`src/verilog/dmass_defines.svh`:
```
// register offsets, bit positions and reset values of the dma status and steering block
// assumes a 16-bit byte address and 8-bit data on the register port
`ifndef DMASS_DEFINES_SVH
`define DMASS_DEFINES_SVH

`define DMASS_AW              16
`define DMASS_DW              8
`define DMASS_CW              16

`define DMASS_A_C0_IRQ_EN     16'hff29
`define DMASS_A_C0_FLAGS      16'hff2a
`define DMASS_A_C0_PEND_LO    16'hff32
`define DMASS_A_C0_PEND_HI    16'hff33
`define DMASS_A_C1_IRQ_EN     16'hff3d
`define DMASS_A_C1_FLAGS      16'hff3e
`define DMASS_A_C1_PEND_LO    16'hff46
`define DMASS_A_C1_PEND_HI    16'hff47
`define DMASS_A_CRC_LO        16'hff48
`define DMASS_A_CRC_HI        16'hff49
`define DMASS_A_STEER_BASE    16'hff50

`define DMASS_B_TC            0
`define DMASS_B_INIT          1
`define DMASS_B_OVF           2

`define DMASS_B_SEL_HI        5
`define DMASS_B_EN_HI         4
`define DMASS_B_SEL_LO        1
`define DMASS_B_EN_LO         0

`define DMASS_RST_BYTE        8'h00
`define DMASS_RST_CNT         16'h0000
`define DMASS_RST_CRC         16'h0000
`define DMASS_CNT_FULL        16'hffff
`define DMASS_CRC_POLY        16'h1021

`endif

```
`src/verilog/dmass_pkg.sv`:
```
// types shared by the dma status and steering block
// assumes dmass_defines.svh is on the include path
package dmass_pkg;

  // one channel's event flags or enables, bit order tc, init, ovf
  typedef struct packed {
    logic ovf;
    logic init;
    logic tc;
  } dmass_flags_s;

  // per-channel signals from the rest of the dma channel
  typedef struct packed {
    logic tc_hit;
    logic init_hit;
    logic init_bit_set;
    logic req_enable;
    logic wipe;
    logic crc_enable;
  } dmass_chev_s;

  // one steering register
  typedef struct packed {
    logic sel;
    logic en;
  } dmass_steer_s;

endpackage : dmass_pkg

```
`src/verilog/dmass_top.sv`:
```
// pending counters, event flags, interrupt lines, shared crc and
// request/acknowledge steering registers of a two-channel byte dma
// assumes a synchronous register port with read data one cycle later,
// and channel-side events as single-cycle pulses on i_clk
//
// Notes on behaviour
// - each channel counts requests taken but not yet acknowledged, 16 bits, read-only.
// - terminal-count enable lets the terminal-count event raise the channel interrupt.
// - init enable lets a transfer initialisation raise the channel interrupt.
// - overflow enable lets pending counter overflow raise the channel interrupt.
// - terminal-count flag set by hardware, also cleared when the init bit is set.
// - init flag set on initialisation, also cleared when software sets the init bit.
// - overflow flag set on counter overflow, also cleared whenever the counter clears.
// - software clears flags by writing one; writing zero leaves them alone.
// - interrupt flagged only when a flag and its enable are both set.
// - reset clears pending counters, enables, flags and the crc result.
// - one 16-bit crc signature, shared by both channels, readable by software.
// - steering select clear routes to channel 0, set to channel 1, same bit order in either nibble.
// - steering enable clear blocks requests and acknowledges of that peripheral.
// - undefined steering bits read zero; reset clears the steering register.
// - steering registers are single bytes at their own decoded addresses.
// - rising edge of either crc enable resets the shared crc to zero.
// - request enable rising clears the pending counter; while clear requests ignored.
// - wipe bit clears the pending counter and blocks request counting only while it is set.
`timescale 1ns/1ps
`include "dmass_defines.svh"

module dmass_top
  import dmass_pkg::*;
#(
  parameter int                  N_STEER      = 4,
  // bit n set: steering register n sits on the high data nibble
  parameter logic [N_STEER-1:0]  STEER_HI_NIB = 4'b1010,
  parameter logic [15:0]         CRC_POLY     = `DMASS_CRC_POLY
)
(
  input  wire logic                  i_clk,
  input  wire logic                  i_rstn,
  input  wire logic [`DMASS_AW-1:0]  i_addr,
  input  wire logic [`DMASS_DW-1:0]  i_wdata,
  input  wire logic                  i_wr,
  input  wire logic                  i_rd,
  output logic      [`DMASS_DW-1:0]  o_rdata,
  input  wire dmass_chev_s [1:0]     i_chan_ev,
  input  wire logic [1:0]            i_chan_ack,
  input  wire logic                  i_crc_strobe,
  input  wire logic [7:0]            i_crc_data,
  output logic      [1:0]            o_chan_req,
  output logic      [1:0]            o_chan_irq,
  input  wire logic [N_STEER-1:0]    i_periph_request,
  output logic      [N_STEER-1:0]    o_periph_acknowledge
);

  // one crc byte step, msb first
  function automatic logic [15:0] crc_step(input logic [15:0] c, input logic [7:0] d);
    logic [15:0] r;
    r = c;
    for (int i = 7; i >= 0; i--)
    begin
      if (r[15] ^ d[i])
        r = {r[14:0], 1'b0} ^ CRC_POLY;
      else
        r = {r[14:0], 1'b0};
    end
    return r;
  endfunction : crc_step

  // w1c flag update; the hardware set beats any clear in the same cycle
  function automatic logic flag_next(input logic q, input logic set, input logic clr);
    return set | (q & ~clr);
  endfunction : flag_next

  // steering register n decodes the byte n above the base
  function automatic logic steer_hit(input logic [`DMASS_AW-1:0] a, input int n);
    return a == (`DMASS_A_STEER_BASE + 16'(n));
  endfunction : steer_hit

  // write strobe aimed at one byte address; operands passed in so assigns see them change
  function automatic logic wr_at(input logic wr, input logic [`DMASS_AW-1:0] a, input logic [`DMASS_AW-1:0] at);
    return wr & (a == at);
  endfunction : wr_at

  // steered request for channel ch from all enabled steering registers
  function automatic logic steer_req(input logic [N_STEER-1:0] req,
                                     input dmass_steer_s [N_STEER-1:0] st,
                                     input logic ch);
    logic r;
    r = 1'b0;
    for (int n = 0; n < N_STEER; n++)
    begin
      r = r | (req[n] & st[n].en & (st[n].sel == ch));
    end
    return r;
  endfunction : steer_req

  logic [`DMASS_CW-1:0]        pend_q    [2];
  logic [`DMASS_CW-1:0]        pend_d    [2];
  dmass_flags_s [1:0]          flags_q;
  dmass_flags_s [1:0]          flags_d;
  dmass_flags_s [1:0]          irq_en_q;
  dmass_flags_s [1:0]          irq_en_d;
  logic [1:0]                  req_en_prev_q;
  logic [1:0]                  crc_en_prev_q;
  logic [15:0]                 crc_q;
  logic [15:0]                 crc_d;
  dmass_steer_s [N_STEER-1:0]  steer_q;
  dmass_steer_s [N_STEER-1:0]  steer_d;
  logic [`DMASS_DW-1:0]        rdata_d;
  logic [1:0]                  chan_req_d;
  logic [1:0]                  irq_d;
  logic [N_STEER-1:0]          ack_d;

  // address decode
  wire logic [1:0] wr_flags_w;
  wire logic [1:0] wr_irq_en_w;
  assign wr_flags_w[0]  = wr_at(i_wr, i_addr, `DMASS_A_C0_FLAGS);
  assign wr_flags_w[1]  = wr_at(i_wr, i_addr, `DMASS_A_C1_FLAGS);
  assign wr_irq_en_w[0] = wr_at(i_wr, i_addr, `DMASS_A_C0_IRQ_EN);
  assign wr_irq_en_w[1] = wr_at(i_wr, i_addr, `DMASS_A_C1_IRQ_EN);

  wire dmass_flags_s w1c_w;
  assign w1c_w = dmass_flags_s'({i_wdata[`DMASS_B_OVF], i_wdata[`DMASS_B_INIT], i_wdata[`DMASS_B_TC]});

  // crc enable edges are shared by both channels
  wire logic [1:0] crc_rise_w;
  assign crc_rise_w = {i_chan_ev[1].crc_enable, i_chan_ev[0].crc_enable} & ~crc_en_prev_q;
  wire logic crc_on_w;
  assign crc_on_w = i_chan_ev[0].crc_enable | i_chan_ev[1].crc_enable;

  for (genvar c = 0; c < 2; c++)
  begin : g_chan
    wire logic en_rise_w;
    wire logic cnt_clr_w;
    wire logic take_w;
    wire logic give_w;
    wire logic full_w;
    wire logic ovf_w;

    assign en_rise_w = i_chan_ev[c].req_enable & ~req_en_prev_q[c];
    assign cnt_clr_w = i_chan_ev[c].wipe | en_rise_w;
    assign take_w    = chan_req_d[c] & i_chan_ev[c].req_enable & ~i_chan_ev[c].wipe;
    assign give_w    = i_chan_ack[c] & (pend_q[c] != `DMASS_RST_CNT);
    assign full_w    = (pend_q[c] == `DMASS_CNT_FULL);
    assign ovf_w     = take_w & ~give_w & full_w & ~cnt_clr_w;

    // pending request count, held at full on overflow
    always_comb
    begin
      pend_d[c] = pend_q[c];
      if (cnt_clr_w)
        pend_d[c] = `DMASS_RST_CNT;
      else if (take_w & ~give_w & ~full_w)
        pend_d[c] = pend_q[c] + 16'h0001;
      else if (give_w & ~take_w)
        pend_d[c] = pend_q[c] - 16'h0001;
    end

    // tc set, cleared also by the init bit
    assign flags_d[c].tc   = flag_next(flags_q[c].tc, i_chan_ev[c].tc_hit,
                                       (wr_flags_w[c] & w1c_w.tc) | i_chan_ev[c].init_bit_set);
    // init set, cleared also by the init bit
    assign flags_d[c].init = flag_next(flags_q[c].init, i_chan_ev[c].init_hit,
                                       (wr_flags_w[c] & w1c_w.init) | i_chan_ev[c].init_bit_set);
    // ovf set, cleared also with the counter
    assign flags_d[c].ovf  = flag_next(flags_q[c].ovf, ovf_w,
                                       (wr_flags_w[c] & w1c_w.ovf) | cnt_clr_w);

    assign irq_en_d[c] = wr_irq_en_w[c] ? w1c_w : irq_en_q[c];

    wire dmass_flags_s armed_w;
    assign armed_w = flags_q[c] & irq_en_q[c];
    assign irq_d[c] = armed_w.tc | armed_w.init | armed_w.ovf;

    assign chan_req_d[c] = steer_req(i_periph_request, steer_q, 1'(c));
  end : g_chan

  always_comb
  begin
    crc_d = crc_q;
    if (|crc_rise_w)
      crc_d = `DMASS_RST_CRC;
    else if (crc_on_w & i_crc_strobe)
      crc_d = crc_step(crc_q, i_crc_data);
  end

  // steering registers, one nibble each
  for (genvar n = 0; n < N_STEER; n++)
  begin : g_steer
    wire logic hit_w;
    wire logic sel_bit_w;
    wire logic en_bit_w;
    // one byte at its own address
    assign hit_w     = steer_hit(i_addr, n);
    assign sel_bit_w = STEER_HI_NIB[n] ? i_wdata[`DMASS_B_SEL_HI] : i_wdata[`DMASS_B_SEL_LO];
    assign en_bit_w  = STEER_HI_NIB[n] ? i_wdata[`DMASS_B_EN_HI] : i_wdata[`DMASS_B_EN_LO];
    assign steer_d[n] = (i_wr & hit_w) ? dmass_steer_s'({sel_bit_w, en_bit_w}) : steer_q[n];
    assign ack_d[n] = steer_q[n].en & i_chan_ack[steer_q[n].sel];
  end : g_steer

  // steering readback on the attached nibble only
  function automatic logic [7:0] steer_byte(input dmass_steer_s s, input logic hi);
    logic [7:0] b;
    b = `DMASS_RST_BYTE;
    if (hi)
    begin
      b[`DMASS_B_SEL_HI] = s.sel;
      b[`DMASS_B_EN_HI]  = s.en;
    end
    else
    begin
      b[`DMASS_B_SEL_LO] = s.sel;
      b[`DMASS_B_EN_LO]  = s.en;
    end
    return b;
  endfunction : steer_byte

  // steering readback; addresses never overlap, so one register at most
  logic [`DMASS_DW-1:0]        steer_rdata;
  always_comb
  begin
    steer_rdata = `DMASS_RST_BYTE;
    for (int n = 0; n < N_STEER; n++)
    begin
      if (steer_hit(i_addr, n))
        steer_rdata = steer_byte(steer_q[n], STEER_HI_NIB[n]);
    end
  end

  // read mux; unmapped addresses read zero
  always_comb
  begin
    rdata_d = `DMASS_RST_BYTE;
    if (i_rd)
    begin
      unique case (i_addr)
        `DMASS_A_C0_IRQ_EN:  rdata_d = {5'h00, irq_en_q[0]};
        `DMASS_A_C0_FLAGS:   rdata_d = {5'h00, flags_q[0]};
        `DMASS_A_C0_PEND_LO: rdata_d = pend_q[0][7:0];
        `DMASS_A_C0_PEND_HI: rdata_d = pend_q[0][15:8];
        `DMASS_A_C1_IRQ_EN:  rdata_d = {5'h00, irq_en_q[1]};
        `DMASS_A_C1_FLAGS:   rdata_d = {5'h00, flags_q[1]};
        `DMASS_A_C1_PEND_LO: rdata_d = pend_q[1][7:0];
        `DMASS_A_C1_PEND_HI: rdata_d = pend_q[1][15:8];
        `DMASS_A_CRC_LO:     rdata_d = crc_q[7:0];
        `DMASS_A_CRC_HI:     rdata_d = crc_q[15:8];
        default:             rdata_d = steer_rdata;
      endcase
    end
  end

  always_ff @(posedge i_clk or negedge i_rstn)
  begin
    if (!i_rstn)
    begin
      pend_q[0] <= `DMASS_RST_CNT;
      pend_q[1] <= `DMASS_RST_CNT;
    end
    else
    begin
      pend_q[0] <= pend_d[0];
      pend_q[1] <= pend_d[1];
    end
  end

  always_ff @(posedge i_clk or negedge i_rstn)
  begin
    if (!i_rstn)
      flags_q <= '0;
    else
      flags_q <= flags_d;
  end

  always_ff @(posedge i_clk or negedge i_rstn)
  begin
    if (!i_rstn)
      irq_en_q <= '0;
    else
      irq_en_q <= irq_en_d;
  end

  // rise detectors reset low like idle control bits, so no false edge
  always_ff @(posedge i_clk or negedge i_rstn)
  begin
    if (!i_rstn)
    begin
      req_en_prev_q <= '0;
      crc_en_prev_q <= '0;
    end
    else
    begin
      req_en_prev_q <= {i_chan_ev[1].req_enable, i_chan_ev[0].req_enable};
      crc_en_prev_q <= {i_chan_ev[1].crc_enable, i_chan_ev[0].crc_enable};
    end
  end

  always_ff @(posedge i_clk or negedge i_rstn)
  begin
    if (!i_rstn)
      crc_q <= `DMASS_RST_CRC;
    else
      crc_q <= crc_d;
  end

  always_ff @(posedge i_clk or negedge i_rstn)
  begin
    if (!i_rstn)
      steer_q <= '0;
    else
      steer_q <= steer_d;
  end

  // read data stands for one cycle only
  always_ff @(posedge i_clk or negedge i_rstn)
  begin
    if (!i_rstn)
      o_rdata <= `DMASS_RST_BYTE;
    else
      o_rdata <= rdata_d;
  end

  // steered requests, one flop after the peripheral
  always_ff @(posedge i_clk or negedge i_rstn)
  begin
    if (!i_rstn)
      o_chan_req <= '0;
    else
      o_chan_req <= chan_req_d;
  end

  // interrupt lines, one flop after flag and enable
  always_ff @(posedge i_clk or negedge i_rstn)
  begin
    if (!i_rstn)
      o_chan_irq <= '0;
    else
      o_chan_irq <= irq_d;
  end

  // acknowledges back to the fabric, one flop after the channel
  always_ff @(posedge i_clk or negedge i_rstn)
  begin
    if (!i_rstn)
      o_periph_acknowledge <= '0;
    else
      o_periph_acknowledge <= ack_d;
  end

endmodule : dmass_top

```
`config.mk`:
```
export PLATFORM = sky130hd
export DESIGN_NAME = dmass_top
export DESIGN_NICKNAME = d
export VERILOG_FILES = /design/src/verilog/dmass_pkg.sv /design/src/verilog/dmass_top.sv
export VERILOG_INCLUDE_DIRS = /design/src /design/src/verilog
export SDC_FILE = /design/constraint.sdc
export NUM_CORES = 1
export LEC_CHECK = 0
export BUFFER_PORTS_ARGS = -buffer_cell sky130_fd_sc_hd__buf_2
export CAP_MARGIN = 20
export CORE_MARGIN = 1
export CORE_UTILIZATION = 55
export CTS_BUF_LIST = sky130_fd_sc_hd__clkbuf_4
export DETAILED_ROUTE_END_ITERATION = 12
export GPL_TIMING_DRIVEN = 0
export PLACE_DENSITY = 0.79
export RECOVER_POWER = 50
export SETUP_SLACK_MARGIN = 0.1
export SYNTH_ARGS = -nofsm -noshare
export SYNTH_HDL_FRONTEND = slang
export SYNTH_SLANG_ARGS = --single-unit
```
`constraint.sdc`:
```
create_clock -name i_clk -period 4.2 [get_ports i_clk]
set_input_delay 0.84 -clock i_clk [delete_from_list [all_inputs] [get_ports i_clk]]
set_output_delay 0.84 -clock i_clk [all_outputs]
set_load 0.02 [all_outputs]
```
=== Yosys cells after proc, flatten, opt, wreduce, memory -nomap -nowiden ===
Cells that the tools add are included.

* Input port bits: 55
* Word-level logic and storage cells: 225
* Output and inout port bits: 16
* Register bits: 88

* Bitwise gates (word level): 122
* Eq/ne operators: 16
* Add/sub/neg operators: 4
* Mux-type cells: 44
* Order comparisons: 4
* Reductions and logical operators: 6

{| class="wikitable"
|+ Operator list
! cell !! count
|-
| 2-to-1 mux 16 bit || 22
|-
| == test 16 bit (second input constant) || 16
|-
| 2-to-1 mux 13 bit || 8
|-
| case mux 8 bit (10 select lines) || 1
|-
| bitwise AND 1 bit || 55
|-
| adder 16 x 1 -> 16 bit (second input constant) || 2
|-
| 2-to-1 mux 8 bit || 4
|-
| nonzero test 16 bit || 2
|-
| subtractor 16 x 1 -> 16 bit (second input constant) || 2
|-
| bitwise OR 1 bit || 25
|-
| NOT 3 bit || 8
|-
| NOT 1 bit || 22
|-
| < comparator 1 x 2 -> 1 bit (second input constant) || 4
|-
| 2-to-1 mux 1 bit || 8
|-
| bitwise XOR 1 bit || 8
|-
| bitwise AND 3 bit || 2
|-
| nonzero test 3 bit || 2
|-
| bitwise AND 2 bit || 1
|-
| 2-to-1 mux 2 bit || 1
|-
| NOT 2 bit || 1
|-
| nonzero test 2 bit || 1
|-
| OR reduction 2 bit || 1
|}

=== Depth between registers and ports, before layout ===
Gate-level depths: netlist of the first run.

* Depth after elaboration: 32
* Depth in mapped cells: 13
* Mapped depth without buffers: 13

=== Worst setup path before layout of the first run ===
OpenSTA, ideal clock, no wires.

* Path kind: register to register
* Start: register pend_q[25] (netlist bit)
* End: register pend_q[29] (netlist bit)
* Buffers on the path: 0
* Library setup time: 122 ps
* Period minus slack after synthesis: 4017 ps
* Cell stages (with the launch flop): 14
* Setup slack: 183 ps
* Data required time: 4078 ps
* Data arrival time: 3895 ps
* Cells stage by stage: dfrtp_1 > or4_4 > o41ai_4 > nand2_2 > nor3_1 > inv_1 > ha_1 > a2111oi_0 > o21ai_1 > a41o_1 > a21oi_1 > o22ai_1 > or3_1 > a32o_1

* Word-level cells in the longest chain between the ends: 7
* Elaborated cells between the ends (all ways): 14
* Classes of those cells: add/sub (2); eq/ne (1); mux (3); bitwise (6); reduce/logical (2)

{| class="wikitable"
|+ RTL lines
! element !! line !! text
|-
| start: declaration || dmass_top.sv:96 || <nowiki>logic [`DMASS_CW-1:0] pend_q [2];</nowiki>
|-
| parallel branches: the longest is 7 deep, another holds subtractor 16 x 1 -> 16 bit || - ||
|}

Several ways; the timed one is not identified. The select of a mux whose other input is x is not followed.
A chain may end at the register's enable or synchronous reset.

=== Worst setup path in the final report of the first run ===
* Start: register pend_q[24] (netlist bit)
* End: register pend_q[29] (netlist bit)

Same word-level chain as after synthesis.

==> qor.yml, run 1 <==
synth.avg_cell_area_um2: 9.96
std_cell_rows: 37
netlist.area_leader.share: 0.379
die_h_um: 105
grt_pass1_vias: 5097
cts_hold_buffers: 0
num_antenna_cells: 0
timing.final.crit_share: 0.960
cts_made_buffers: 9
maxSlewViolCount: 45
synth_area_leader_cell: "sky130_fd_sc_hd__dfrtp_1"
placement.cell_area_mm2: 0.00634
routedWlPerCell_um: 18.3
max_capacitance_violation_total: 1
r2r_setup_slack_ps: 170
timing.critical_path.required_ps: 4570
cts_tree: "yes"
grtUsageTotal: 0.285
design_area_mm2: 0.00656
final_common_cell: "sky130_fd_sc_hd__dfrtp_1"
io-pin-count: 71
timing.hold.ws_ps: 527
fillerInstances: 815
hold_path_end: "crc_en_prev_q[0]"
startpoint_of_the_lowest_slack_hold_path: "i_chan_ev[0]"
netlist-cell-type-count: 69
final_util: 0.639
r2r-start: "pend_q[24]"
synth-main-ff-cell: "sky130_fd_sc_hd__dfrtp_1"
maximum_fanout_encountered_on_the_critical_timing_path: 7
yosys-top-cells-area: "sky130_fd_sc_hd__dfrtp_1 (38%), sky130_fd_sc_hd__ha_1 (6.9%), sky130_fd_sc_hd__xnor2_1 (4.8%)"
antenna_found_initial: 0
fp.dieW_um: 105
post-place-ws_ps: -492
wirelength_um: 14900
report.final.hold_viol_count: 0
detail_route.iter0.violations: 409
io_buffers: 65
detail_route.first_pass.iterations: 8
root_buffer: "sky130_fd_sc_hd__clkbuf_4"
violations_in_the_final_reports: "max-capacitance violations, max-slew violations"
clock_tree.buffer_depth: 2
synth_enable_flop_cells: 0
holdCritPathClass: "input pin to register"
finalWorstPathRequiredPeriod_ps: 4030
yosys_register_bits: 88
synthToLayoutAreaGrowth_pct: 12.9
clock_insertion_delay_worst_skew_ps: 470
coreArea_mm2: 0.0103
floorplan.initialDensity: 0.566
detailed_place_hpwl_um: 11200
mappedNetlistNets: 673
layout_common_cells: "sky130_fd_sc_hd__dfrtp_1 (83), sky130_fd_sc_hd__buf_2 (63), sky130_fd_sc_hd__nand2_1 (47)"
hold_critical_path_depth: 1
worstSetupEndpointType: "register"
cells_after_synth: 584
ys_seq_area_frac: 0.379
grt_max_degree: 46
post_synth_instance_area_mm2: 0.00581
worstReg2RegEnd: "pend_q[29]"
timing_worst_slew_pin_value_ps: 2290
ys_warn_count: 0
asyncSetResetFlopFracSynth: 1.00
postRouteAntennaNets: 0
drcViolationCount: 0
layout_cells_sized_above_1: 0.229
relSlewSlack: -0.527
clk_pin_slew_ps: 150
depth_of_the_cts_h_tree: 3
setup_repair_after_global_routing_missed_its_margin: "true"
grt_pass1_wl_um: 24900
cp.arrival_ps: 4400
worst_ir_drop_vdd_uv: 279
timing.reg2reg.worst_path_depth: 14
via_per_inst: 6.32
p_per_area_mw_per_mm2: 664
final_net_count: 761
max_frequency_mhz: 248
die-area_mm2: 0.0110
cts.sinks: 88
gp_routability_congestion: 0.938
grt_remaining_overflow: 0
worstSetupPathType: "register to register"
result_of_the_run: "finished, violations left"
static-leakage-power_uw: 0.00293
cp-start-kind: "register"
vias: 5137
finalClockSkew_ps: 16.7
setup_violations: 0
worst_slack_ps: 167
-- per-layer routing --
layer | wire (um) | global-route usage | share of wire
met5 | 0 | 0 | 0
met4 | 377 | 0.108 | 0.025
met3 | 1000 | 0.0487 | 0.068
met2 | 7050 | 0.461 | 0.47
met1 | 6440 | 0.383 | 0.43
-- sequential cells by signal (all words and copies together), names as in the netlist --
name and flops:
o_chan_req 2, crc_q 16, steer_q 8, o_chan_irq 2
req_en_prev_q 2, pend_q 32, crc_en_prev_q 2, o_rdata 8
o_periph_acknowledge 4, irq_en_q 6, flags_q 6
-- cells in the mapped netlist (all sizes together), types with 16 or more instances --
| cell type | number |
|---|---|
| mux2i | 19 |
| a222oi | 16 |
| a21oi | 25 |
| o21ai | 28 |
| xor2 | 18 |
| ha | 32 |
| xnor2 | 32 |
| dfrtp | 88 |
| nor2 | 33 |
| nand2 | 48 |
| inv | 19 |
| nand3 | 25 |
-- repair_timing --
action | in CTS | in global routing
pin swaps | 0 | 3
cloned | 0 | 0
resized for setup | 6 | 12
setup endpoints to repair | 7 | 8
setup buffers | 5 | 6
-- through the flow --
stage / setup TNS [ps] / instances / total power (uW)
final: 0 / 813 / 4360
after global routing: 0 / 813 / 4700
after CTS: 0 / 807 / 4260
after detailed placement: -1610 / 786 / 3790
after global placement: -1170 / 785 / 3680
after floorplan: 0 / 584 / 3270
-- critical path, stage by stage, from the launching register on --
cell and delay (ps):
sky130_fd_sc_hd__dfrtp_2 490, sky130_fd_sc_hd__or4_4 540, sky130_fd_sc_hd__o41ai_4 380, sky130_fd_sc_hd__nand2_2 140
sky130_fd_sc_hd__nor3_4 170, sky130_fd_sc_hd__inv_2 110, sky130_fd_sc_hd__buf_4 160, sky130_fd_sc_hd__ha_1 210
sky130_fd_sc_hd__a2111oi_1 380, sky130_fd_sc_hd__o21ai_1 190, sky130_fd_sc_hd__a41o_1 300, sky130_fd_sc_hd__a21oi_2 190
sky130_fd_sc_hd__o22ai_1 120, sky130_fd_sc_hd__or3_1 310, sky130_fd_sc_hd__a32o_1 250
-- report_power, final --
part	total, uW	internal [uW]	switching, uW
registers	1340	1040	300
clock network	455	132	323
logic	2570	1220	1350
-- final cells by class --
cell class,instances,area (um^2),area share
Buffer,12,56.3,0.00858
Timing Repair Buffer,77,407,0.0620
Sequential cell,88,2210,0.337
Inverter,19,71.3,0.0109
Clock buffer,10,75.1,0.0114
Tap cell,136,170,0.0259
Multi-Input combinational cell,465,3530,0.538
Clock inverter,6,43.8,0.00667
-- cells by family (layout without fill, tap and decap cells) --
logic type / count (synthesis) / count (layout) / share of synthesized area
buffers and inverters: 31 / 124 / 0.0219
xor gates and xnor gates: 50 / 50 / 0.0753
muxes: 34 / 34 / 0.0618
AOI/OAI and AO/OA: 157 / 157 / 0.208
DFF: 88 / 88 / 0.379
and+or+nand+nor: 190 / 190 / 0.179
adders and majority gates: 34 / 34 / 0.0757
-- how the worst max path moves through the flow --
stage / slack (ps) / depth (start not counted) / endpoint / start
after floorplan: 180 / 13 / pend_q[29] / pend_q[25]
after global routing: 20 / 14 / pend_q[29] / pend_q[25]
after detailed placement: -490 / 14 / pend_q[29] / i_periph_request[0]
after global placement: -460 / 14 / pend_q[29] / i_periph_request[0]
final: 170 / 14 / pend_q[29] / pend_q[24]
after CTS: 80 / 14 / pend_q[29] / pend_q[25]
No activity file was read; power rests on OpenSTA's default activity.
==> run 2: changes to the inputs <==
--- a/config.mk
+++ b/config.mk
@@ -6,6 +6,7 @@
 export SDC_FILE = /design/constraint.sdc
 export NUM_CORES = 1
 export LEC_CHECK = 0
+export ABC_CLOCK_PERIOD_IN_PS = 4200
 export BUFFER_PORTS_ARGS = -buffer_cell sky130_fd_sc_hd__buf_2
 export CAP_MARGIN = 20
 export CORE_MARGIN = 1
@@ -14,7 +15,6 @@
 export DETAILED_ROUTE_END_ITERATION = 12
 export GPL_TIMING_DRIVEN = 0
 export PLACE_DENSITY = 0.79
-export RECOVER_POWER = 50
 export SETUP_SLACK_MARGIN = 0.1
 export SYNTH_ARGS = -nofsm -noshare
 export SYNTH_HDL_FRONTEND = slang
==> run 2 against run 1 <==
Net effect:
- the run now ends clean
- final cell count did not move
- non-clock buffer count did not move
- clock power about the same
- setup slack lost 8.7 ps
- die area did not move
- fmax decreased by 0.22%
- flip-flop and latch count unchanged
- count of clock-buffer cells in the layout did not move
- final area up 0.48%
- first-iteration DRC count grew 13%
- worst hold slack got worse by 180 ps
- clock skew is 0.54 ps higher
==> qor.yml, run 2 (same netlist as run 1, synthesis figures left out) <==
finalWorstPathRequiredPeriod_ps: 4040  # +8.71 ps
detail_route.iter0.violations: 461  # +13%
postRouteAntennaNets: 0  # unchanged
cp-start-kind: "register"
reg_top3: "pend_q x32, crc_q x16"
via_per_inst: 6.31  # -0.18%
cts_made_buffers: 9  # unchanged
depth_of_the_cts_h_tree: 3  # unchanged
global_route_met3_utilization: 0.0487  # unchanged
relSlewSlack: 0.323  # +0.850
die_h_um: 105  # unchanged
wirelength_um: 14800  # -0.17%
detail_route.first_pass.iterations: 6  # -2
static-leakage-power_uw: 0.00295  # +0.79%
layout_common_cells: "sky130_fd_sc_hd__dfrtp_1 (83), sky130_fd_sc_hd__buf_2 (67), sky130_fd_sc_hd__nand2_1 (47)"
critPathTopFamily: "compound AO/OA/AOI/OAI gates"
clock_tree.buffer_depth: 2  # unchanged
report.final.hold_viol_count: 0  # unchanged
p_per_area_mw_per_mm2: 661  # -0.44%
cts_tree: "yes"
seq_power_share: 0.307  # about the same
timing.hold.ws_ps: 345  # -182 ps
synthToLayoutAreaGrowth_pct: 13.4
netSwitchingFraction: 0.452  # -0.000554
grt.met1_usage: 0.383  # unchanged
root_buffer: "sky130_fd_sc_hd__clkbuf_4"
intPower_uw: 2390  # +0.14%
max_frequency_mhz: 247  # -0.22%
maximum_fanout_encountered_on_the_critical_timing_path: 7  # unchanged
clk_pin_slew_ps: 150  # about the same
critical-path-slowest-cell: "sky130_fd_sc_hd__or4_4"
fillerInstances: 809  # -0.74%
final_common_cell: "sky130_fd_sc_hd__dfrtp_1"
p_total_uw: 4360  # about the same
floorplan.initialDensity: 0.566  # unchanged
layout_cells_sized_above_1: 0.236  # +0.00739
std_cell_rows: 37  # unchanged
setup_repair_after_global_routing_missed_its_margin: "true"
grt_use_met2: 0.461  # unchanged
timing_worst_slew_pin_value_ps: 1010  # -1280 ps
final_util: 0.642  # +0.00304
stdcell_count: 813  # unchanged
result_of_the_run: "completed"
max_capacitance_violation_total: 0  # -1
coreArea_mm2: 0.0103  # unchanged
clock_insertion_delay_worst_skew_ps: 470  # about the same
max_flop_register: "pend_q"
net-switching-power_uw: 1970  # about the same
grtUsageTotal: 0.285  # unchanged
grt_remaining_overflow: 0  # unchanged
vias: 5128  # -0.18%
io_buffers: 65  # unchanged
detailed_place_hpwl_um: 11200  # unchanged
cp.arrival_ps: 4410  # about the same
grt_pass1_wl_um: 24900  # unchanged
grt_pass1_vias: 5097  # unchanged
io-pin-count: 71  # unchanged
antenna_found_initial: 0  # unchanged
timing.critical_path.required_ps: 4570  # about the same
die-area_mm2: 0.0110  # unchanged
holdCritPathClass: "input pin to asynchronous set/reset pin"
worst_ir_drop_vdd_uv: 277  # -0.71%
worstSetupEndpointType: "register"
drcViolationCount: 0  # unchanged
maxSlewViolCount: 0  # -100%
worstSetupPathType: "register to register"
cpPeakStageDelay_ps: 540  # about the same
timing.final.crit_share: 0.962  # +0.00207
dp.cells: 786  # unchanged
gp_routability_congestion: 0.938  # unchanged
critical_path_buf_inv_count: 2  # unchanged
setup_violations: 0  # unchanged
largest_register_ffs: 32  # unchanged
grt_max_degree: 46  # unchanged
combinationalPowerShare: 0.588  # about the same
fp.dieW_um: 105  # unchanged
grt_busiest_layer: "met2"
worstPathCellList: "or4_4 > o41ai_4 > nand2_2 > nor3_4 > inv_2 > buf_4 > ha_1 > a2111oi_1 > o21ai_1 > a41o_1 > a21oi_2 > o22ai_1 > or3_1 > a32o_1"
power.share.clock: 0.105  # about the same
cts.sinks: 88  # unchanged
num_antenna_cells: 0  # unchanged
final_net_count: 761  # unchanged
finalClockSkew_ps: 17.2  # +0.539 ps
routedWlPerCell_um: 18.3  # -0.17%
[run 2: cell types whose count changed in the layout (fill, tap and decap cells not counted), sizes merged]
cell / before / now
clkbuf: 24 / 18
buf: 75 / 81
[run 2: area by class of cell]
class	count	area, um^2	area share
Buffer	12	56.3	0.00854
Clock buffer	10	75.1	0.0114
Clock inverter	6	43.8	0.00664
Inverter	19	71.3	0.0108
Multi-Input combinational cell	465	3530	0.535
Sequential cell	88	2210	0.335
Tap cell	136	170	0.0258
Timing Repair Buffer	77	438	0.0664
[run 2: worst paths after layout]
kind	start	endpoint	cells past startpoint	slack (ps)
max reg2reg	pend_q[24]	pend_q[29]	14	160
min in group i_clk	i_chan_ev[0]	crc_en_prev_q[0]	1	520
min	i_rstn	crc_en_prev_q[1]	1	350
min reg2reg	crc_q[6]	crc_q[6]	2	560
max in group asynchronous	i_rstn	pend_q[26]	2	3220
max	pend_q[24]	pend_q[29]	14	160
[run 2: layer usage]
metal / wire length [um] / vias up
li1: - / 2404
met1: 6530 / 2512
met2: 7040 / 178
met3: 911 / 34
met4: 359 / 0
met5: 0 / -
[run 2: stage by stage]
stage                     TNS [ps]  setup WS, ps  area, um^2
final                            0           159        6590
after global routing             0          23.8        6590
after CTS                        0          83.2        6520
after detailed placement     -1610          -492        6340
after global placement       -1170          -462        6310
after floorplan                  0           183        5810
[run 2: power by group through the flow]
stage | Clock (uW) | Combinational [uW] | Sequential (uW)
after floorplan | 0 | 2040 | 1230
after global placement | 0 | 2350 | 1340
after detailed placement | 0 | 2440 | 1340
after CTS | 451 | 2480 | 1330
after global routing | 497 | 2850 | 1360
final | 457 | 2560 | 1340
[run 2: timing repair]
action,CTS,global route
buffers inserted,5,6
pin swaps,0,3
resized for setup,6,12
hold buffers,0,0
endpoints found under the setup margin,7,8
==> run 3: changes to the inputs <==
--- a/config.mk
+++ b/config.mk
@@ -15,6 +15,7 @@
 export DETAILED_ROUTE_END_ITERATION = 12
 export GPL_TIMING_DRIVEN = 0
 export PLACE_DENSITY = 0.79
+export REMOVE_ABC_BUFFERS = 1
 export SETUP_SLACK_MARGIN = 0.1
 export SYNTH_ARGS = -nofsm -noshare
 export SYNTH_HDL_FRONTEND = slang
==> run 3 against run 2 <==
Net effect:
- register-to-register slack worse by 30 ps
- global-route usage shrank 1.7 points
- sequential share of layout area rose by 0.11 points
- critical path depth did not move
- wire length shrank 3.8%
- via count is 1.7% lower
- combinational power about the same
- fmax decreased by 0.77%
- first-iteration DRC count down 10%
- worst hold slack hardly changed
- power grew 0.78%
- setup slack got worse by 31 ps
==> qor.yml, run 3 (same netlist as run 1, synthesis figures left out) <==
result_of_the_run: "completed"
wirelength_um: 14300  # -3.8%
clock_insertion_delay_worst_skew_ps: 440  # -30 ps
floorplan.initialDensity: 0.566  # unchanged
cts_tree: "yes"
worstSetupEndpointType: "register"
placement.cell_area_mm2: 0.00629  # -0.73%
layout_common_cells: "sky130_fd_sc_hd__dfrtp_1 (82), sky130_fd_sc_hd__buf_2 (66), sky130_fd_sc_hd__nand2_1 (47)"
holdCritPathClass: "input pin to asynchronous set/reset pin"
relSlewSlack: 0.196  # -0.127
cp-start-kind: "register"
static-leakage-power_uw: 0.00295  # -0.12%
worst_slack_ps: 127  # -31.2 ps
root_buffer: "sky130_fd_sc_hd__clkbuf_4"
totalNegativeSetupSlack_ps: 0  # unchanged
worst_ir_drop_vdd_uv: 446  # +61%
final_common_cell: "sky130_fd_sc_hd__dfrtp_1"
report.final.hold_viol_count: 0  # unchanged
clk_pin_slew_ps: 140  # about the same
timing.hold.ws_ps: 346  # +0.408 ps
max_capacitance_violation_total: 0  # unchanged
grt_pass1_wl_um: 23400  # -6.1%
worstSetupPathType: "register to register"
timing.critical_path.required_ps: 4540  # -30 ps
max_frequency_mhz: 246  # -0.77%
io-pin-count: 71  # unchanged
die-area_mm2: 0.0110  # unchanged
via_per_inst: 6.25  # -0.95%
layout_cells_sized_above_1: 0.236  # -0.000516
post-place-ws_ps: -317  # +175 ps
grt_remaining_overflow: 0  # unchanged
maximum_fanout_encountered_on_the_critical_timing_path: 7  # unchanged
coreArea_mm2: 0.0103  # unchanged
cp.arrival_ps: 4410  # about the same
grtUsageTotal: 0.268  # -0.0168
depth_of_the_cts_h_tree: 3  # unchanged
largest_register_ffs: 32  # unchanged
antenna_found_initial: 0  # unchanged
routedWlPerCell_um: 17.7  # -3.1%
timing.final.crit_share: 0.970  # +0.00743
cts_hold_buffers: 0  # unchanged
finalWorstPathRequiredPeriod_ps: 4070  # +31.2 ps
fp.dieW_um: 105  # unchanged
die_h_um: 105  # unchanged
maxSlewViolCount: 0  # unchanged
postRouteAntennaNets: 0  # unchanged
detail_route.iter0.violations: 413  # -10%
vias: 5042  # -1.7%
finalClockSkew_ps: 15.4  # -1.84 ps
final_net_count: 754  # -0.92%
dp.cells: 776  # -1.3%
timing_worst_slew_pin_value_ps: 1210  # +198 ps
setup_violations: 0  # unchanged
clock_tree.buffer_depth: 2  # unchanged
detailed_place_hpwl_um: 10600  # -5.5%
grt_pass1_vias: 4843  # -5.0%
setup_repair_after_global_routing_missed_its_margin: "false"
std_cell_rows: 37  # unchanged
reg_top3: "pend_q x32, crc_q x16"
synthToLayoutAreaGrowth_pct: 13.1
io_buffers: 67  # +3.1%
detail_route.first_pass.iterations: 7  # +1
cts.sinks: 88  # unchanged
drcViolationCount: 0  # unchanged
r2r_setup_slack_ps: 130  # -30 ps
p_per_area_mw_per_mm2: 668  # +1.1%
gp_routability_congestion: 0.874  # -6.8%
grt_max_degree: 55  # +20%
max_flop_register: "pend_q"
cts_made_buffers: 9  # unchanged
stdcell_count: 807  # -0.74%
design_area_mm2: 0.00658  # -0.28%
run 3: layout make-up:
class | count | area, um^2
fill | 837 | 3700
multi-input combinational | 465 | 3510
sequential | 88 | 2210
timing repair buffer | 82 | 470
tap | 136 | 170
inverter | 19 | 71.3
clock inverter | 7 | 68.8
clock buffer | 9 | 67.6
antenna | 1 | 2.50
run 3: report_power, final:
group          internal [uW]  leakage, uW  switching (uW)
sequential              1040      0.00117             295
combinational           1220      0.00170            1360
clock                    182    0.0000741             296
run 3: metal layers:
layer / track usage / vias up / share of wire
met5: 0 / - / 0
met4: 0.105 / 0 / 0.021
met3: 0.0343 / 27 / 0.052
met2: 0.451 / 172 / 0.49
met1: 0.351 / 2448 / 0.44
li1: - / 2395 / -
run 3: final timing paths:
| path | start | endpoint | depth (start not counted) |
|---|---|---|---|
| max | pend_q[24] | pend_q[29] | 14 |
| min | i_rstn | o_chan_req[1] | 1 |
| max reg2reg | pend_q[24] | pend_q[29] | 14 |
| min reg2reg | irq_en_q[0] | o_chan_irq[0] | 2 |
| max in group asynchronous | i_rstn | pend_q[27] | 2 |
| min in group i_clk | i_chan_ev[8] | req_en_prev_q[1] | 1 |
run 3: timing repair:
item                                    4_1_cts  5_1_grt
gates cloned                                  0        0
endpoints found under the setup margin        7        7
pin swaps                                     0        2
gates resized for setup                       5       11
setup buffers                                 3       11
run 3: worst max-delay path, stage by stage, from the launching register on:
cell and delay (ps):
sky130_fd_sc_hd__dfrtp_2 470, sky130_fd_sc_hd__or4_4 550, sky130_fd_sc_hd__o41ai_4 380, sky130_fd_sc_hd__nand2_2 150
sky130_fd_sc_hd__nor3_4 160, sky130_fd_sc_hd__inv_2 110, sky130_fd_sc_hd__buf_4 160, sky130_fd_sc_hd__ha_1 200
sky130_fd_sc_hd__a2111oi_1 370, sky130_fd_sc_hd__o21ai_1 200, sky130_fd_sc_hd__a41o_1 300, sky130_fd_sc_hd__a21oi_2 210
sky130_fd_sc_hd__o22ai_1 130, sky130_fd_sc_hd__or3_1 330, sky130_fd_sc_hd__a32o_1 260
run 3: metrics by stage:
step	total power, uW	utilization
floorplan	3250	-
global placement	3680	0.609
global route	4740	0.640
detailed placement	3780	0.612
finish	4390	0.640
CTS	4280	0.630
